--- config.mk ---
export PLATFORM = sky130hd
export DESIGN_NAME = uabd_top
export DESIGN_NICKNAME = d
export VERILOG_FILES = /design/src/hdl/uabd_top.v /design/src/hdl/uabd_prescaler.v
export VERILOG_INCLUDE_DIRS = /design/src /design/src/hdl
export SDC_FILE = /design/constraint.sdc
export NUM_CORES = 1
export LEC_CHECK = 0
export ABC_AREA = 1
export BUFFER_PORTS_ARGS = -buffer_cell sky130_fd_sc_hd__buf_4
export CAP_MARGIN = 10
export CORE_MARGIN = 2
export CORE_UTILIZATION = 51
export DETAILED_ROUTE_END_ITERATION = 16
export GPL_ROUTABILITY_DRIVEN = 0
export PLACE_DENSITY = 0.77
export SYNTH_ARGS = -nofsm -noshare
export SYNTH_HDL_FRONTEND = slang
export SYNTH_SLANG_ARGS = --single-unit
--- constraint.sdc ---
create_clock -name MCLK -period 3.6 [get_ports MCLK]
set_clock_uncertainty 0.15 [all_clocks]
set_input_delay 0.72 -clock MCLK [delete_from_list [all_inputs] [get_ports MCLK]]
set_output_delay 0.72 -clock MCLK [all_outputs]
set_load 0.1 [all_outputs]
--- src/hdl/uabd_defs.vh ---
/*
  Constants of the automatic rate-detection block: register offsets,
  field positions, reset values and divider counts.
  Assumes it is included by bare name from the design files under hdl/.
*/
`ifndef UABD_DEFS_VH
`define UABD_DEFS_VH

// ----------------------------------------------------------------
// register byte offsets (one aligned 32-bit word each)
// ----------------------------------------------------------------
`define UABD_OFS_RATE_CTRL 8'h00
`define UABD_OFS_MODE 8'h04
`define UABD_OFS_DIV_LOW 8'h08
`define UABD_OFS_DIV_HIGH 8'h0C
`define UABD_OFS_RX_DATA 8'h10
`define UABD_OFS_TX_DATA 8'h14
`define UABD_OFS_STATUS 8'h18

// ----------------------------------------------------------------
// field positions
// ----------------------------------------------------------------
`define UABD_CTRL_ADEN 0
`define UABD_CTRL_WAKE 1
`define UABD_CTRL_WIDE 3
`define UABD_CTRL_RXIDLE 6
`define UABD_CTRL_OVF 7
`define UABD_MODE_SYNC 0
`define UABD_MODE_HSPD 1
`define UABD_MODE_PEN 2
`define UABD_STAT_RCF 0
`define UABD_STAT_HOLD 1

// ----------------------------------------------------------------
// reset values
// ----------------------------------------------------------------
`define UABD_RST_BYTE 8'h00
`define UABD_RST_DIV 16'h0000

// ----------------------------------------------------------------
// counts: measurement prescale limits (divide minus one),
// oversample limits (ticks per bit minus one), rollover, edges
// ----------------------------------------------------------------
`define UABD_PRE_W 10
`define UABD_PRE_DIV512 10'h1FF
`define UABD_PRE_DIV128 10'h07F
`define UABD_PRE_DIV32 10'h01F
`define UABD_OVS_X64 6'h3F
`define UABD_OVS_X16 6'h0F
`define UABD_OVS_X4 6'h03
`define UABD_CNT_MAX 16'hFFFF
`define UABD_EDGE_LAST 3'h4

// ----------------------------------------------------------------
// bus answers
// ----------------------------------------------------------------
`define UABD_RESP_OKAY 2'h0
`define UABD_RESP_SLVERR 2'h2

`endif

--- src/hdl/uabd_top.v ---
/*
  Automatic bit-rate measurement for an asynchronous serial port, with
  the rate generator it reuses and an AXI4-Lite register slave.
  Assumes RX is already synchronous to MCLK; the transmitter and
  receiver datapaths sit outside and obey TX_LOAD and RX_HOLD_IDLE.
*/
// Operation
// - detect only in asynchronous mode, wake handled
// - enable clears counter, then awaits start bit
// - start bit with enable set begins measurement
// - counting starts at first rising edge
// - low and high bit times both timed
// - fifth rising edge leaves period in divisor
// - fifth rising edge clears enable bit
// - rollover FFFFh to 0000h sets overflow bit
// - overflow bit set by hardware, writable by software
// - rollover keeps detection running, enable stays set
// - measuring counter runs at one eighth rate
// - counter clock 512, 128 or 32 divisions
// - count spans both bytes at either width; software checks high
// - receive machine held idle during detection
// - fifth rising edge sets receive complete flag
// - receive data read clears complete flag
// - with wake enabled, measure byte after break
// - transmit data writes refused while enable set
// - normal generator gives 64x, 16x or 4x clock
`timescale 1ns/1ps
`include "uabd_defs.vh"
module uabd_top (
  input wire MCLK,
  input wire SYS_RST,
  input wire [7:0] S_AXI_AWADDR,
  input wire S_AXI_AWVALID,
  output reg S_AXI_AWREADY,
  input wire [31:0] S_AXI_WDATA,
  input wire [3:0] S_AXI_WSTRB,
  input wire S_AXI_WVALID,
  output reg S_AXI_WREADY,
  output reg [1:0] S_AXI_BRESP,
  output reg S_AXI_BVALID,
  input wire S_AXI_BREADY,
  input wire [7:0] S_AXI_ARADDR,
  input wire S_AXI_ARVALID,
  output reg S_AXI_ARREADY,
  output reg [31:0] S_AXI_RDATA,
  output reg [1:0] S_AXI_RRESP,
  output reg S_AXI_RVALID,
  input wire S_AXI_RREADY,
  input wire RX,
  output reg RX_HOLD_IDLE,
  output reg RX_COMPLETE,
  output reg SAMPLE_TICK,
  output reg BIT_TICK,
  output reg TX_LOAD,
  output reg [7:0] TX_DATA
);
  localparam ST_IDLE = 3'h0;
  localparam ST_BRK_LOW = 3'h1;
  localparam ST_BRK_END = 3'h2;
  localparam ST_START = 3'h3;
  localparam ST_FIRST = 3'h4;
  localparam ST_COUNT = 3'h5;

  reg auto_detect_enable_r;
  reg wake_on_break_enable_r;
  reg wide_divisor_select_r;
  reg auto_detect_overflow_r;
  reg sync_mode_r;
  reg high_speed_select_r;
  reg port_enable_r;
  reg [15:0] divisor_r;
  reg [2:0] st_r;
  reg [2:0] st_nxt;
  reg [2:0] edge_cnt_r;
  reg rx_d_r;
  reg [7:0] aw_addr_r;
  reg aw_full_r;
  reg [7:0] w_data_r;
  reg w_strb0_r;
  reg w_full_r;
  reg [31:0] rd_mux;
  reg rd_hit;
  reg [15:0] nrm_cnt_r;
  reg [5:0] ovs_cnt_r;
  reg [5:0] ovs_limit;
  reg [`UABD_PRE_W-1:0] pre_limit;
  wire pre_tick;
  wire rx_rise;
  wire rx_fall;
  wire eligible;
  wire wr_go;
  wire wr_hit;
  wire rd_take;
  wire rx_data_read;
  wire done;
  wire [15:0] nrm_limit;

  // ------------------------------------------------------------
  // line edges and detection conditions
  // ------------------------------------------------------------
  assign rx_rise = RX & ~rx_d_r;
  assign rx_fall = ~RX & rx_d_r;
  assign eligible = auto_detect_enable_r & ~sync_mode_r;
  assign done = (st_r == ST_COUNT) && rx_rise && (edge_cnt_r == `UABD_EDGE_LAST);
  assign wr_go = aw_full_r & w_full_r & ~S_AXI_BVALID;
  assign rd_take = S_AXI_ARVALID & S_AXI_ARREADY;
  assign rx_data_read = rd_take && (S_AXI_ARADDR == `UABD_OFS_RX_DATA);

  always @(posedge MCLK or posedge SYS_RST) begin
    if (SYS_RST) begin
      rx_d_r <= 1'b1;
    end else begin
      rx_d_r <= RX;
    end
  end

  // ------------------------------------------------------------
  // measurement sequencer
  // ------------------------------------------------------------
  // leaving enable or going synchronous aborts at once, so a stuck
  // line cannot leave the receiver held forever
  always @* begin
    st_nxt = st_r;
    if (!eligible) begin
      st_nxt = ST_IDLE;
    end else begin
      case (st_r)
        ST_IDLE: begin
          st_nxt = wake_on_break_enable_r ? ST_BRK_LOW : ST_START;
        end
        ST_BRK_LOW: begin
          if (rx_fall || !RX) begin
            st_nxt = ST_BRK_END;
          end
        end
        ST_BRK_END: begin
          if (rx_rise) begin
            st_nxt = ST_START;
          end
        end
        ST_START: begin
          if (!RX) begin
            st_nxt = ST_FIRST;
          end
        end
        ST_FIRST: begin
          if (rx_rise) begin
            st_nxt = ST_COUNT;
          end
        end
        ST_COUNT: begin
          if (done) begin
            st_nxt = ST_IDLE;
          end
        end
        default: begin
          st_nxt = ST_IDLE;
        end
      endcase
    end
  end

  // state, edge count and held-idle output
  always @(posedge MCLK or posedge SYS_RST) begin
    if (SYS_RST) begin
      st_r <= ST_IDLE;
      edge_cnt_r <= 3'h0;
      RX_HOLD_IDLE <= 1'b0;
    end else begin
      st_r <= st_nxt;
      RX_HOLD_IDLE <= (st_nxt != ST_IDLE);
      if (st_r == ST_FIRST) begin
        edge_cnt_r <= 3'h1; // the rise that starts counting is the first of five
      end else if (st_r == ST_COUNT && rx_rise) begin
        edge_cnt_r <= edge_cnt_r + 3'h1;
      end
    end
  end

  // ------------------------------------------------------------
  // measurement clock: slow ticks only while counting
  // ------------------------------------------------------------
  // one eighth of the normal counter rate per mode
  always @* begin
    case ({wide_divisor_select_r, high_speed_select_r})
      2'b00: pre_limit = `UABD_PRE_DIV512;
      2'b11: pre_limit = `UABD_PRE_DIV32;
      default: pre_limit = `UABD_PRE_DIV128;
    endcase
  end

  uabd_prescaler #(
    .WIDTH(`UABD_PRE_W)
  ) u_pre (
    .clk(MCLK),
    .rst(SYS_RST),
    .clear(st_r != ST_COUNT),
    .run(st_r == ST_COUNT),
    .limit(pre_limit),
    .tick(pre_tick)
  );

  // ------------------------------------------------------------
  // register file with hardware side effects
  // ------------------------------------------------------------
  assign wr_hit = wr_go & w_strb0_r;

  // hardware updates follow software writes so that events win
  always @(posedge MCLK or posedge SYS_RST) begin
    if (SYS_RST) begin
      auto_detect_enable_r <= 1'b0;
      wake_on_break_enable_r <= 1'b0;
      wide_divisor_select_r <= 1'b0;
      auto_detect_overflow_r <= 1'b0;
      sync_mode_r <= 1'b0;
      high_speed_select_r <= 1'b0;
      port_enable_r <= 1'b0;
      divisor_r <= `UABD_RST_DIV;
      RX_COMPLETE <= 1'b0;
      TX_LOAD <= 1'b0;
      TX_DATA <= `UABD_RST_BYTE;
    end else begin
      TX_LOAD <= 1'b0;
      if (wr_hit && aw_addr_r == `UABD_OFS_RATE_CTRL) begin
        auto_detect_enable_r <= w_data_r[`UABD_CTRL_ADEN];
        wake_on_break_enable_r <= w_data_r[`UABD_CTRL_WAKE];
        wide_divisor_select_r <= w_data_r[`UABD_CTRL_WIDE];
        auto_detect_overflow_r <= w_data_r[`UABD_CTRL_OVF];
      end
      if (wr_hit && aw_addr_r == `UABD_OFS_MODE) begin
        sync_mode_r <= w_data_r[`UABD_MODE_SYNC];
        high_speed_select_r <= w_data_r[`UABD_MODE_HSPD];
        port_enable_r <= w_data_r[`UABD_MODE_PEN];
      end
      if (wr_hit && aw_addr_r == `UABD_OFS_DIV_LOW) begin
        divisor_r[7:0] <= w_data_r;
      end
      if (wr_hit && aw_addr_r == `UABD_OFS_DIV_HIGH) begin
        divisor_r[15:8] <= w_data_r;
      end
      // the transmitter cannot run while its clock is borrowed
      if (wr_hit && aw_addr_r == `UABD_OFS_TX_DATA && !auto_detect_enable_r) begin
        TX_DATA <= w_data_r;
        TX_LOAD <= 1'b1;
      end
      if (rx_data_read) begin
        RX_COMPLETE <= 1'b0;
      end
      if (st_r == ST_IDLE && eligible) begin
        divisor_r <= `UABD_RST_DIV;
      end
      // full 16-bit count always; high byte shows an 8-bit carry
      if (st_r == ST_COUNT && pre_tick) begin
        divisor_r <= divisor_r + 16'h0001;
        if (divisor_r == `UABD_CNT_MAX) begin
          auto_detect_overflow_r <= 1'b1;
        end
      end
      if (done) begin
        auto_detect_enable_r <= 1'b0;
        RX_COMPLETE <= 1'b1;
      end
    end
  end

  // ------------------------------------------------------------
  // normal rate generator, idle while measuring
  // ------------------------------------------------------------
  assign nrm_limit = wide_divisor_select_r ? divisor_r : {8'h00, divisor_r[7:0]};

  // sample ticks per bit: 64, 16, or 4 in high-speed wide mode
  always @* begin
    case ({wide_divisor_select_r, high_speed_select_r})
      2'b00: ovs_limit = `UABD_OVS_X64;
      2'b11: ovs_limit = `UABD_OVS_X4;
      default: ovs_limit = `UABD_OVS_X16;
    endcase
  end

  always @(posedge MCLK or posedge SYS_RST) begin
    if (SYS_RST) begin
      nrm_cnt_r <= 16'h0000;
      ovs_cnt_r <= 6'h00;
      SAMPLE_TICK <= 1'b0;
      BIT_TICK <= 1'b0;
    end else if (!port_enable_r || st_r != ST_IDLE) begin
      nrm_cnt_r <= 16'h0000;
      ovs_cnt_r <= 6'h00;
      SAMPLE_TICK <= 1'b0;
      BIT_TICK <= 1'b0;
    end else if (nrm_cnt_r >= nrm_limit) begin
      nrm_cnt_r <= 16'h0000;
      SAMPLE_TICK <= 1'b1;
      if (ovs_cnt_r >= ovs_limit) begin
        ovs_cnt_r <= 6'h00;
        BIT_TICK <= 1'b1;
      end else begin
        ovs_cnt_r <= ovs_cnt_r + 6'h01;
        BIT_TICK <= 1'b0;
      end
    end else begin
      nrm_cnt_r <= nrm_cnt_r + 16'h0001;
      SAMPLE_TICK <= 1'b0;
      BIT_TICK <= 1'b0;
    end
  end

  // ------------------------------------------------------------
  // AXI4-Lite write channel
  // ------------------------------------------------------------
  // address and data are latched independently, either may lead
  always @(posedge MCLK or posedge SYS_RST) begin
    if (SYS_RST) begin
      S_AXI_AWREADY <= 1'b1;
      S_AXI_WREADY <= 1'b1;
      S_AXI_BVALID <= 1'b0;
      S_AXI_BRESP <= `UABD_RESP_OKAY;
      aw_addr_r <= 8'h00;
      aw_full_r <= 1'b0;
      w_data_r <= 8'h00;
      w_strb0_r <= 1'b0;
      w_full_r <= 1'b0;
    end else begin
      if (S_AXI_AWVALID && S_AXI_AWREADY) begin
        aw_addr_r <= S_AXI_AWADDR;
        aw_full_r <= 1'b1;
        S_AXI_AWREADY <= 1'b0;
      end
      if (S_AXI_WVALID && S_AXI_WREADY) begin
        w_data_r <= S_AXI_WDATA[7:0];
        w_strb0_r <= S_AXI_WSTRB[0];
        w_full_r <= 1'b1;
        S_AXI_WREADY <= 1'b0;
      end
      if (wr_go) begin
        aw_full_r <= 1'b0;
        w_full_r <= 1'b0;
        S_AXI_BVALID <= 1'b1;
        S_AXI_BRESP <= (aw_addr_r == `UABD_OFS_RATE_CTRL ||
                        aw_addr_r == `UABD_OFS_MODE ||
                        aw_addr_r == `UABD_OFS_DIV_LOW ||
                        aw_addr_r == `UABD_OFS_DIV_HIGH ||
                        aw_addr_r == `UABD_OFS_RX_DATA ||
                        aw_addr_r == `UABD_OFS_TX_DATA ||
                        aw_addr_r == `UABD_OFS_STATUS) ?
                       `UABD_RESP_OKAY : `UABD_RESP_SLVERR;
      end
      if (S_AXI_BVALID && S_AXI_BREADY) begin
        S_AXI_BVALID <= 1'b0;
        S_AXI_AWREADY <= 1'b1;
        S_AXI_WREADY <= 1'b1;
      end
    end
  end

  // ------------------------------------------------------------
  // AXI4-Lite read channel
  // ------------------------------------------------------------
  // receive data always reads zero: the measured byte is discarded
  always @* begin
    rd_mux = 32'h00000000;
    rd_hit = 1'b1;
    if (S_AXI_ARADDR == `UABD_OFS_RATE_CTRL) begin
      rd_mux[`UABD_CTRL_ADEN] = auto_detect_enable_r;
      rd_mux[`UABD_CTRL_WAKE] = wake_on_break_enable_r;
      rd_mux[`UABD_CTRL_WIDE] = wide_divisor_select_r;
      rd_mux[`UABD_CTRL_RXIDLE] = ~RX_HOLD_IDLE;
      rd_mux[`UABD_CTRL_OVF] = auto_detect_overflow_r;
    end else if (S_AXI_ARADDR == `UABD_OFS_MODE) begin
      rd_mux[`UABD_MODE_SYNC] = sync_mode_r;
      rd_mux[`UABD_MODE_HSPD] = high_speed_select_r;
      rd_mux[`UABD_MODE_PEN] = port_enable_r;
    end else if (S_AXI_ARADDR == `UABD_OFS_DIV_LOW) begin
      rd_mux[7:0] = divisor_r[7:0];
    end else if (S_AXI_ARADDR == `UABD_OFS_DIV_HIGH) begin
      rd_mux[7:0] = divisor_r[15:8];
    end else if (S_AXI_ARADDR == `UABD_OFS_TX_DATA) begin
      rd_mux[7:0] = TX_DATA;
    end else if (S_AXI_ARADDR == `UABD_OFS_STATUS) begin
      rd_mux[`UABD_STAT_RCF] = RX_COMPLETE;
      rd_mux[`UABD_STAT_HOLD] = RX_HOLD_IDLE;
    end else if (S_AXI_ARADDR != `UABD_OFS_RX_DATA) begin
      rd_hit = 1'b0;
    end
  end

  always @(posedge MCLK or posedge SYS_RST) begin
    if (SYS_RST) begin
      S_AXI_ARREADY <= 1'b1;
      S_AXI_RVALID <= 1'b0;
      S_AXI_RDATA <= 32'h00000000;
      S_AXI_RRESP <= `UABD_RESP_OKAY;
    end else begin
      if (rd_take) begin
        S_AXI_ARREADY <= 1'b0;
        S_AXI_RVALID <= 1'b1;
        S_AXI_RDATA <= rd_mux;
        S_AXI_RRESP <= rd_hit ? `UABD_RESP_OKAY : `UABD_RESP_SLVERR;
      end else if (S_AXI_RVALID && S_AXI_RREADY) begin
        S_AXI_RVALID <= 1'b0;
        S_AXI_ARREADY <= 1'b1;
      end
    end
  end
endmodule // uabd_top

--- src/hdl/uabd_prescaler.v ---
/*
  Free divider that gives one-cycle ticks while run is high.
  Assumes one clock MCLK domain; clear restarts the count from zero.
*/
`timescale 1ns/1ps
module uabd_prescaler #(
  parameter WIDTH = 10
) (
  input wire clk,
  input wire rst,
  input wire clear,
  input wire run,
  input wire [WIDTH-1:0] limit,
  output reg tick
);
  reg [WIDTH-1:0] cnt_r;

  // ------------------------------------------------------------
  // counter: a tick every limit+1 running cycles
  // ------------------------------------------------------------
  always @(posedge clk or posedge rst) begin
    if (rst) begin
      cnt_r <= {WIDTH{1'b0}};
      tick <= 1'b0;
    end else if (clear) begin
      cnt_r <= {WIDTH{1'b0}};
      tick <= 1'b0;
    end else if (run && cnt_r == limit) begin
      cnt_r <= {WIDTH{1'b0}};
      tick <= 1'b1;
    end else if (run) begin
      cnt_r <= cnt_r + {{(WIDTH-1){1'b0}}, 1'b1};
      tick <= 1'b0;
    end else begin
      tick <= 1'b0;
    end
  end
endmodule // uabd_prescaler

## Word level (Yosys, flattened, before mapping)

Cells that the tools add are included.

| operators by class | value |
|---|---|
| add/sub/neg operators | 5 |
| multiply operators | 0 |
| div/mod/pow operators | 0 |
| order comparisons | 2 |
| eq/ne operators | 23 |
| shifts and indexed selects | 0 |
| mux-type cells | 75 |
| bitwise gates (word level) | 12 |
| reductions and logical operators | 46 |

Operators by type and width:

| kind | number |
|---|---|
| $mux W16 | 5 |
| $eq A8 B5 Y1 const B | 6 |
| $mux W1 | 38 |
| $add A16 B1 Y16 const B | 2 |
| $eq A8 B4 Y1 const B | 4 |
| $mux W8 | 4 |
| $mux W10 | 3 |
| $mux W3 | 9 |
| $mux W6 | 4 |
| $reduce_bool A2 Y1 | 10 |
| $pmux W3 S6 | 1 |
| $pmux W9 S2 | 1 |
| $eq A16 B16 Y1 const B | 1 |
| $eq A8 B3 Y1 const B | 2 |
| $ge A16 B16 Y1 | 1 |
| $logic_and A1 B1 Y1 | 16 |
| $logic_not A8 Y1 | 2 |
| $mux W2 | 8 |
| $reduce_bool A3 Y1 | 5 |
| $pmux W6 S2 | 1 |
| $add A10 B1 Y10 const B | 1 |
| $eq A10 B9 Y1 | 1 |
| $eq A3 B3 Y1 const B | 3 |
| $logic_or A1 B1 Y1 | 8 |
| other kinds (14) | 27 |

| word-level totals | value |
|---|---|
| register bits after elaboration | 112 |
| latch bits | 0 |
| bits in writable memories | 0 |
| ROM bits | 0 |
| input port bits | 60 |
| output and inout port bits | 54 |
| word-level logic and storage cells | 198 |
| memories | 0 |

## Depth between registers and ports, before layout

| depth | value |
|---|---|
| word-level depth | 9 |
| depth in mapped cells | 13 |

## Cells and area by module

A second synthesis with hierarchy kept.

| second synthesis, totals | value |
|---|---|
| cells, all modules | 885 |
| area, all modules | 6711.4 um^2 |

Modules (own cells, without submodules):

| module | times used | cells each | area each (um^2) | seq. area each (um^2) |
|---|---|---|---|---|
| uabd_top | 1 | 751 | 5884.4 | 2482.4 |
| uabd_prescaler | 1 | 134 | 827.0 | 275.3 |

## Worst setup path before layout

Ideal clock, no wire load.

| timing path | value |
|---|---|
| path type | register to register |
| from | register wide_divisor_select_r |
| to | register nrm_cnt_r[10] |
| setup time | 0.120 ns |
| arrival | 1.942 ns |
| required time | 3.330 ns |
| setup slack | 1.388 ns |
| cell stages (with the launch flop) | 12 |
| clock period less this slack | 2.212 ns |
| path through | dfrtp_1 clkbuf_1 nand2_1 ha_1 nand2_1 inv_1 nand3_1 nor2_1 nand3_1 nand3_2 buf_2 nor2_1 |

| between the ends | value |
|---|---|
| word-level cells in the longest chain between the ends | 4 |

RTL lines:

| element | line | RTL |
|---|---|---|
| start, declared | uabd_top.v:66 | `reg wide_divisor_select_r;` |
| start signal, assigned | uabd_top.v:227 | `` wide_divisor_select_r <= w_data_r[`UABD_CTRL_WIDE]; `` |
| $mux W16 | uabd_top.v:269 | `assign nrm_limit = wide_divisor_select_r ? divisor_r : {8'h00, divisor_r[7:0]};` |
| $ge A16 B16 Y1 | uabd_top.v:291 | `end else if (nrm_cnt_r >= nrm_limit) begin` |
| $mux W16 | uabd_top.v:291 |  |
| $mux W16 | uabd_top.v:286 | `end else if (!port_enable_r \|\| st_r != ST_IDLE) begin` |
| end signal, assigned | uabd_top.v:302 | `nrm_cnt_r <= nrm_cnt_r + 16'h0001;` |
| end, declared | uabd_top.v:83 | `reg [15:0] nrm_cnt_r;` |

Every way passes these cells.
A chain may end at the register's enable or synchronous reset.

## Worst setup path in the final report

| timing path | value |
|---|---|
| from | register wide_divisor_select_r |
| to | register BIT_TICK |

| between the ends | value |
|---|---|
| word-level cells in the longest chain between the ends | 6 |
| elaborated cells between the ends (all ways) | 9 |
| those cells by class | order compare (2); eq/ne (1); mux (5); reduce/logical (1) |

RTL lines:

| element | line | RTL |
|---|---|---|
| $eq A2 B2 Y1 or $logic_not A2 Y1 (tied branches) | uabd_top.v:273 | `case ({wide_divisor_select_r, high_speed_select_r})` |
| $pmux W6 S2 | uabd_top.v:273 |  |
| $ge A6 B6 Y1 | uabd_top.v:294 | `if (ovs_cnt_r >= ovs_limit) begin` |
| $mux W1 | uabd_top.v:294 |  |
| $mux W1 (*) | uabd_top.v:291 |  |
| $mux W1 (*) | uabd_top.v:286 |  |
| end signal, assigned | uabd_top.v:285 | `BIT_TICK <= 1'b0;` |
| end signal, assigned | uabd_top.v:290 | `BIT_TICK <= 1'b0;` |
| end signal, assigned | uabd_top.v:296 | `BIT_TICK <= 1'b1;` |
| end, declared | uabd_top.v:53 | `output reg BIT_TICK,` |

Every way passes the cells marked *; elsewhere a longest branch is shown, timed or not.

==> metrics list <==
* Ratio of cells with drive above 1 in the final layout: 0.1093
- Antenna diode count: 0
- Yosys cell types: 43
- Port buffering added 60 buffers.
* Longest Clk Path Bufs: 2
* Final setup TNS: 0 ps
- Total I/O pin count: 114
* Register area share after synthesis: 0.4379
- The critical path in this run is classified as reg2reg.
- Total of endpoints with negative setup slack in the final report: 0
- Dominant cells by area after synthesis: sky130_fd_sc_hd__dfrtp_1 (42%), sky130_fd_sc_hd__nand2_1 (11%), sky130_fd_sc_hd__inv_1 (6.4%)
* Setup slack after layout: 1041 ps
- Of the total power, the clock network draws 0.230.
* Largest net degree at the start of global routing: 73
* Reg clk slew, reported paths: 80 ps
- The internal portion of the total power is 2.384 mW.
- Buffers inserted to repair hold after CTS numbered 0.
* Synthesized instance count: 811
- Minimum clock period: 2559 ps
- The largest total area in the synthesized netlist belongs to sky130_fd_sc_hd__dfrtp_1.
* Via count of the first global-routing pass: 4907
* Number of cells in the finished layout apart from fillers: 1025
- TritonCTS built the clock tree.
- Of the total power, the share spent switching nets is 0.4505.
* Filler Cell Count: 1102
- The total area inside the core boundary comes to 12010 µm².
- Summing over every cut layer, the via total after detailed routing is 5338.
- The tightest min-delay check is of the in2async type.
* Setup repair after global routing missed its margin: false
- Growth of design area from synthesis to finish: 12.50%
- Worst Setup End Kind: flop
* Placed wire-length estimate: 10350 µm
- For flop-to-flop paths, the worst setup slack is 1040 ps.
* Combinational share of power: 0.360
* Root buffer cell: sky130_fd_sc_hd__clkbuf_16
- Flops & latches, synth: 110
* Standard-cell row count: 40
- Post-route DRC: 0
* Static power due to leakage: 3.598 nW
- The floorplan step set the die width to 115.1 µm.
- Ys Warns: 0
* Crit share post-route: 0.7109
- The clock drives 110 sinks.
* Ys async rst share: 1.000
- The die covers 13250 µm².
- Of the total power, registers draw 0.410.
- Number of nets still failing antenna checks after routing: 0
* Total CTS buffers: 9
- Top cell type's share of synthesized area: 0.4212
- Derived from the worst setup path, the maximum achievable clock frequency is 390.8 MHz.
- For this run, the leading register cell type out of synthesis is sky130_fd_sc_hd__dfrtp_1.
- Arrival time of data at the critical path endpoint: 2700 ps
- Critical Path Start Type: flop
- Actual transition at the worst max-transition pin: 539.4 ps
* Global Route Usage Sum: 0.2244
- Clock insertion delay at the later pin of the skew report: 360 ps
- The first global-routing pass estimated 23410 µm of wire.
- After layout, the design draws a total of 4.338 mW.
- Number of enable flip-flop cells after synthesis: 0
- In the final routed layout, each cell accounts on average for 13.53 µm.
* Number of antenna violations at the first check in global routing: 0
- Aggregate global routing overflow: 0
- In the final design database the tool counted 959 nets.
- Number of detailed-routing iterations run before antenna repair: 5
- Post-DP Area: 6787 µm²
- Worst IR Drop VDD: 536.4 µV
- Maxcap violations: 0
- Power spread over the standard cell area amounts to 612.4 nW/µm².
* Critical path fanouts, max: 12
- Final max-slew violation count: 0
* Setup bufs post-CTS: 0
- Wires add up to 13870 µm.
- Starting utilization of the core area: 0.5243
- The run finished with clean final reports.
- H-Tree Level Count: 3
- Summed instance area of the synthesized netlist: 6297 µm²
- Post-cts sizing count: 0
* Post-placement setup slack: 1067 ps
- Data on the critical path is required at its endpoint by 3740 ps.
- First DRT Iteration DRCs: 441
- Post-route cell area: 7084 µm²
* Placed cell count: 1009
- In this run the power spent charging and discharging nets is 1.954 mW.
* Die Ht: 115.1 µm
- Worst slew slack as a fraction of its limit: 0.6396
* Avg Vias per Cell: 5.208
- The final count of hold timing violations is 0.
- In this run the mean area of a mapped cell was 7.765 µm².
-- power by group through the flow --
stage | Sequential (mW) | Clock (mW) | Combinational, mW
global placement | 1.79 | 0 | 1.53
finish | 1.78 | 0.996 | 1.56
detailed placement | 1.79 | 0 | 1.55
CTS | 1.77 | 1.02 | 1.56
floorplan | 2.14 | 0 | 0.845
global route | 1.81 | 1.07 | 1.73
-- flip-flops by register name, summed over array words and instances, names as in the netlist, 6 cells and up --
register,flops
S_AXI_RDATA,8
nrm_cnt_r,16
w_data_r,8
TX_DATA,8
aw_addr_r,8
divisor_r,16
u_pre.cnt_r,10
ovs_cnt_r,6
-- stage by stage --
step | hold slack (ps) | utilization
floorplan | 283.5 | -
global placement | 304.6 | 0.5650
detailed placement | 306.4 | 0.5650
CTS | 123.7 | 0.5898
global route | 133.2 | 0.5898
finish | 133.0 | 0.5898
-- cell families (layout without fill, tap and decap cells) --
group	after synthesis	count (layout)	synth area share
other	1	26	0.0005955
XOR/XNOR	24	24	0.03338
AO/OA/AOI/OAI	126	126	0.1061
AND/OR/NAND/NOR	377	377	0.2603
flip-flops	110	110	0.4379
adder cells (fa/ha/maj)	26	26	0.05166
buffers and inverters	147	189	0.1101
-- final timing paths --
check | depth (start not counted) | start | end
setup reg to reg | 10 | wide_divisor_select_r$_DFFE_PP0P_ | BIT_TICK$_DFF_PP0_
hold reg to reg | 1 | u_pre.cnt_r[9]$_DFFE_PP0P_ | u_pre.cnt_r[9]$_DFFE_PP0P_
setup / recovery | 10 | wide_divisor_select_r$_DFFE_PP0P_ | BIT_TICK$_DFF_PP0_
min in group MCLK | 1 | u_pre.cnt_r[9]$_DFFE_PP0P_ | u_pre.cnt_r[9]$_DFFE_PP0P_
hold / removal | 2 | SYS_RST | S_AXI_RVALID$_DFFE_PP0P_
max in group asynchronous | 3 | SYS_RST | rx_d_r$_DFF_PP1_
-- worst max-delay path, stage by stage (launching register included) --
cell and delay (ps):
sky130_fd_sc_hd__dfrtp_1 630, sky130_fd_sc_hd__nand2_1 100, sky130_fd_sc_hd__ha_1 320, sky130_fd_sc_hd__nand2_1 50
sky130_fd_sc_hd__inv_1 60, sky130_fd_sc_hd__nand3_1 70, sky130_fd_sc_hd__nor2_1 240, sky130_fd_sc_hd__nand3_1 310
sky130_fd_sc_hd__nand3b_1 330, sky130_fd_sc_hd__nand2_1 110, sky130_fd_sc_hd__nor2_1 100
-- cell usage in the layout (no fill, tap or decap), types with 2 or more instances in the layout --
cell                          n
sky130_fd_sc_hd__nor2_1      97
sky130_fd_sc_hd__inv_6        2
sky130_fd_sc_hd__dfstp_2      4
sky130_fd_sc_hd__nor3_1      13
sky130_fd_sc_hd__a21oi_1     30
sky130_fd_sc_hd__inv_1      107
sky130_fd_sc_hd__xnor2_1      4
sky130_fd_sc_hd__nand3b_1     3
sky130_fd_sc_hd__a31oi_1      6
sky130_fd_sc_hd__nand3_1     48
sky130_fd_sc_hd__nor3b_1      2
sky130_fd_sc_hd__xor2_1      20
sky130_fd_sc_hd__buf_4       62
sky130_fd_sc_hd__conb_1      26
sky130_fd_sc_hd__nand2_1    177
sky130_fd_sc_hd__o211ai_1     3
sky130_fd_sc_hd__o21ai_0     78
sky130_fd_sc_hd__or2_2        2
sky130_fd_sc_hd__ha_1        26
sky130_fd_sc_hd__dfrtp_1    106
sky130_fd_sc_hd__nand2_4      3
sky130_fd_sc_hd__clkbuf_16    9
sky130_fd_sc_hd__nand4_1     25
sky130_fd_sc_hd__inv_8        3
-- cells in the mapped netlist (all sizes together), types with 2 or more instances --
cell    count
nand2     180
inv       109
clkbuf      5
a21oi      31
a31oi       6
nor3       14
xnor2       4
nand3      50
buf        32
nand4      25
o211ai      3
dfstp       4
o21ai      79
nand3b      3
xor2       20
nor3b       2
ha         26
nor2       98
or2         2
dfrtp     106
-- cell type report --
class	count	area, µm²	area share
Tap cell	147	183.9	0.02596
Sequential cell	110	2758	0.3893
Multi-Input combinational cell	579	2940	0.4150
Inverter	110	419.2	0.05917
Timing Repair Buffer	63	485.5	0.06853
Clock buffer	9	225.2	0.03179
Clock inverter	7	72.57	0.01024
-- per-layer routing --
metal	vias up	track usage	part of all wire
met5	-	0	0
met4	0	0.09076	0.023
met3	23	0.04692	0.054
met2	145	0.3494	0.46
met1	2461	0.3078	0.47
li1	2709	-	-
Note: power is estimated with default switching activity, not from simulation.
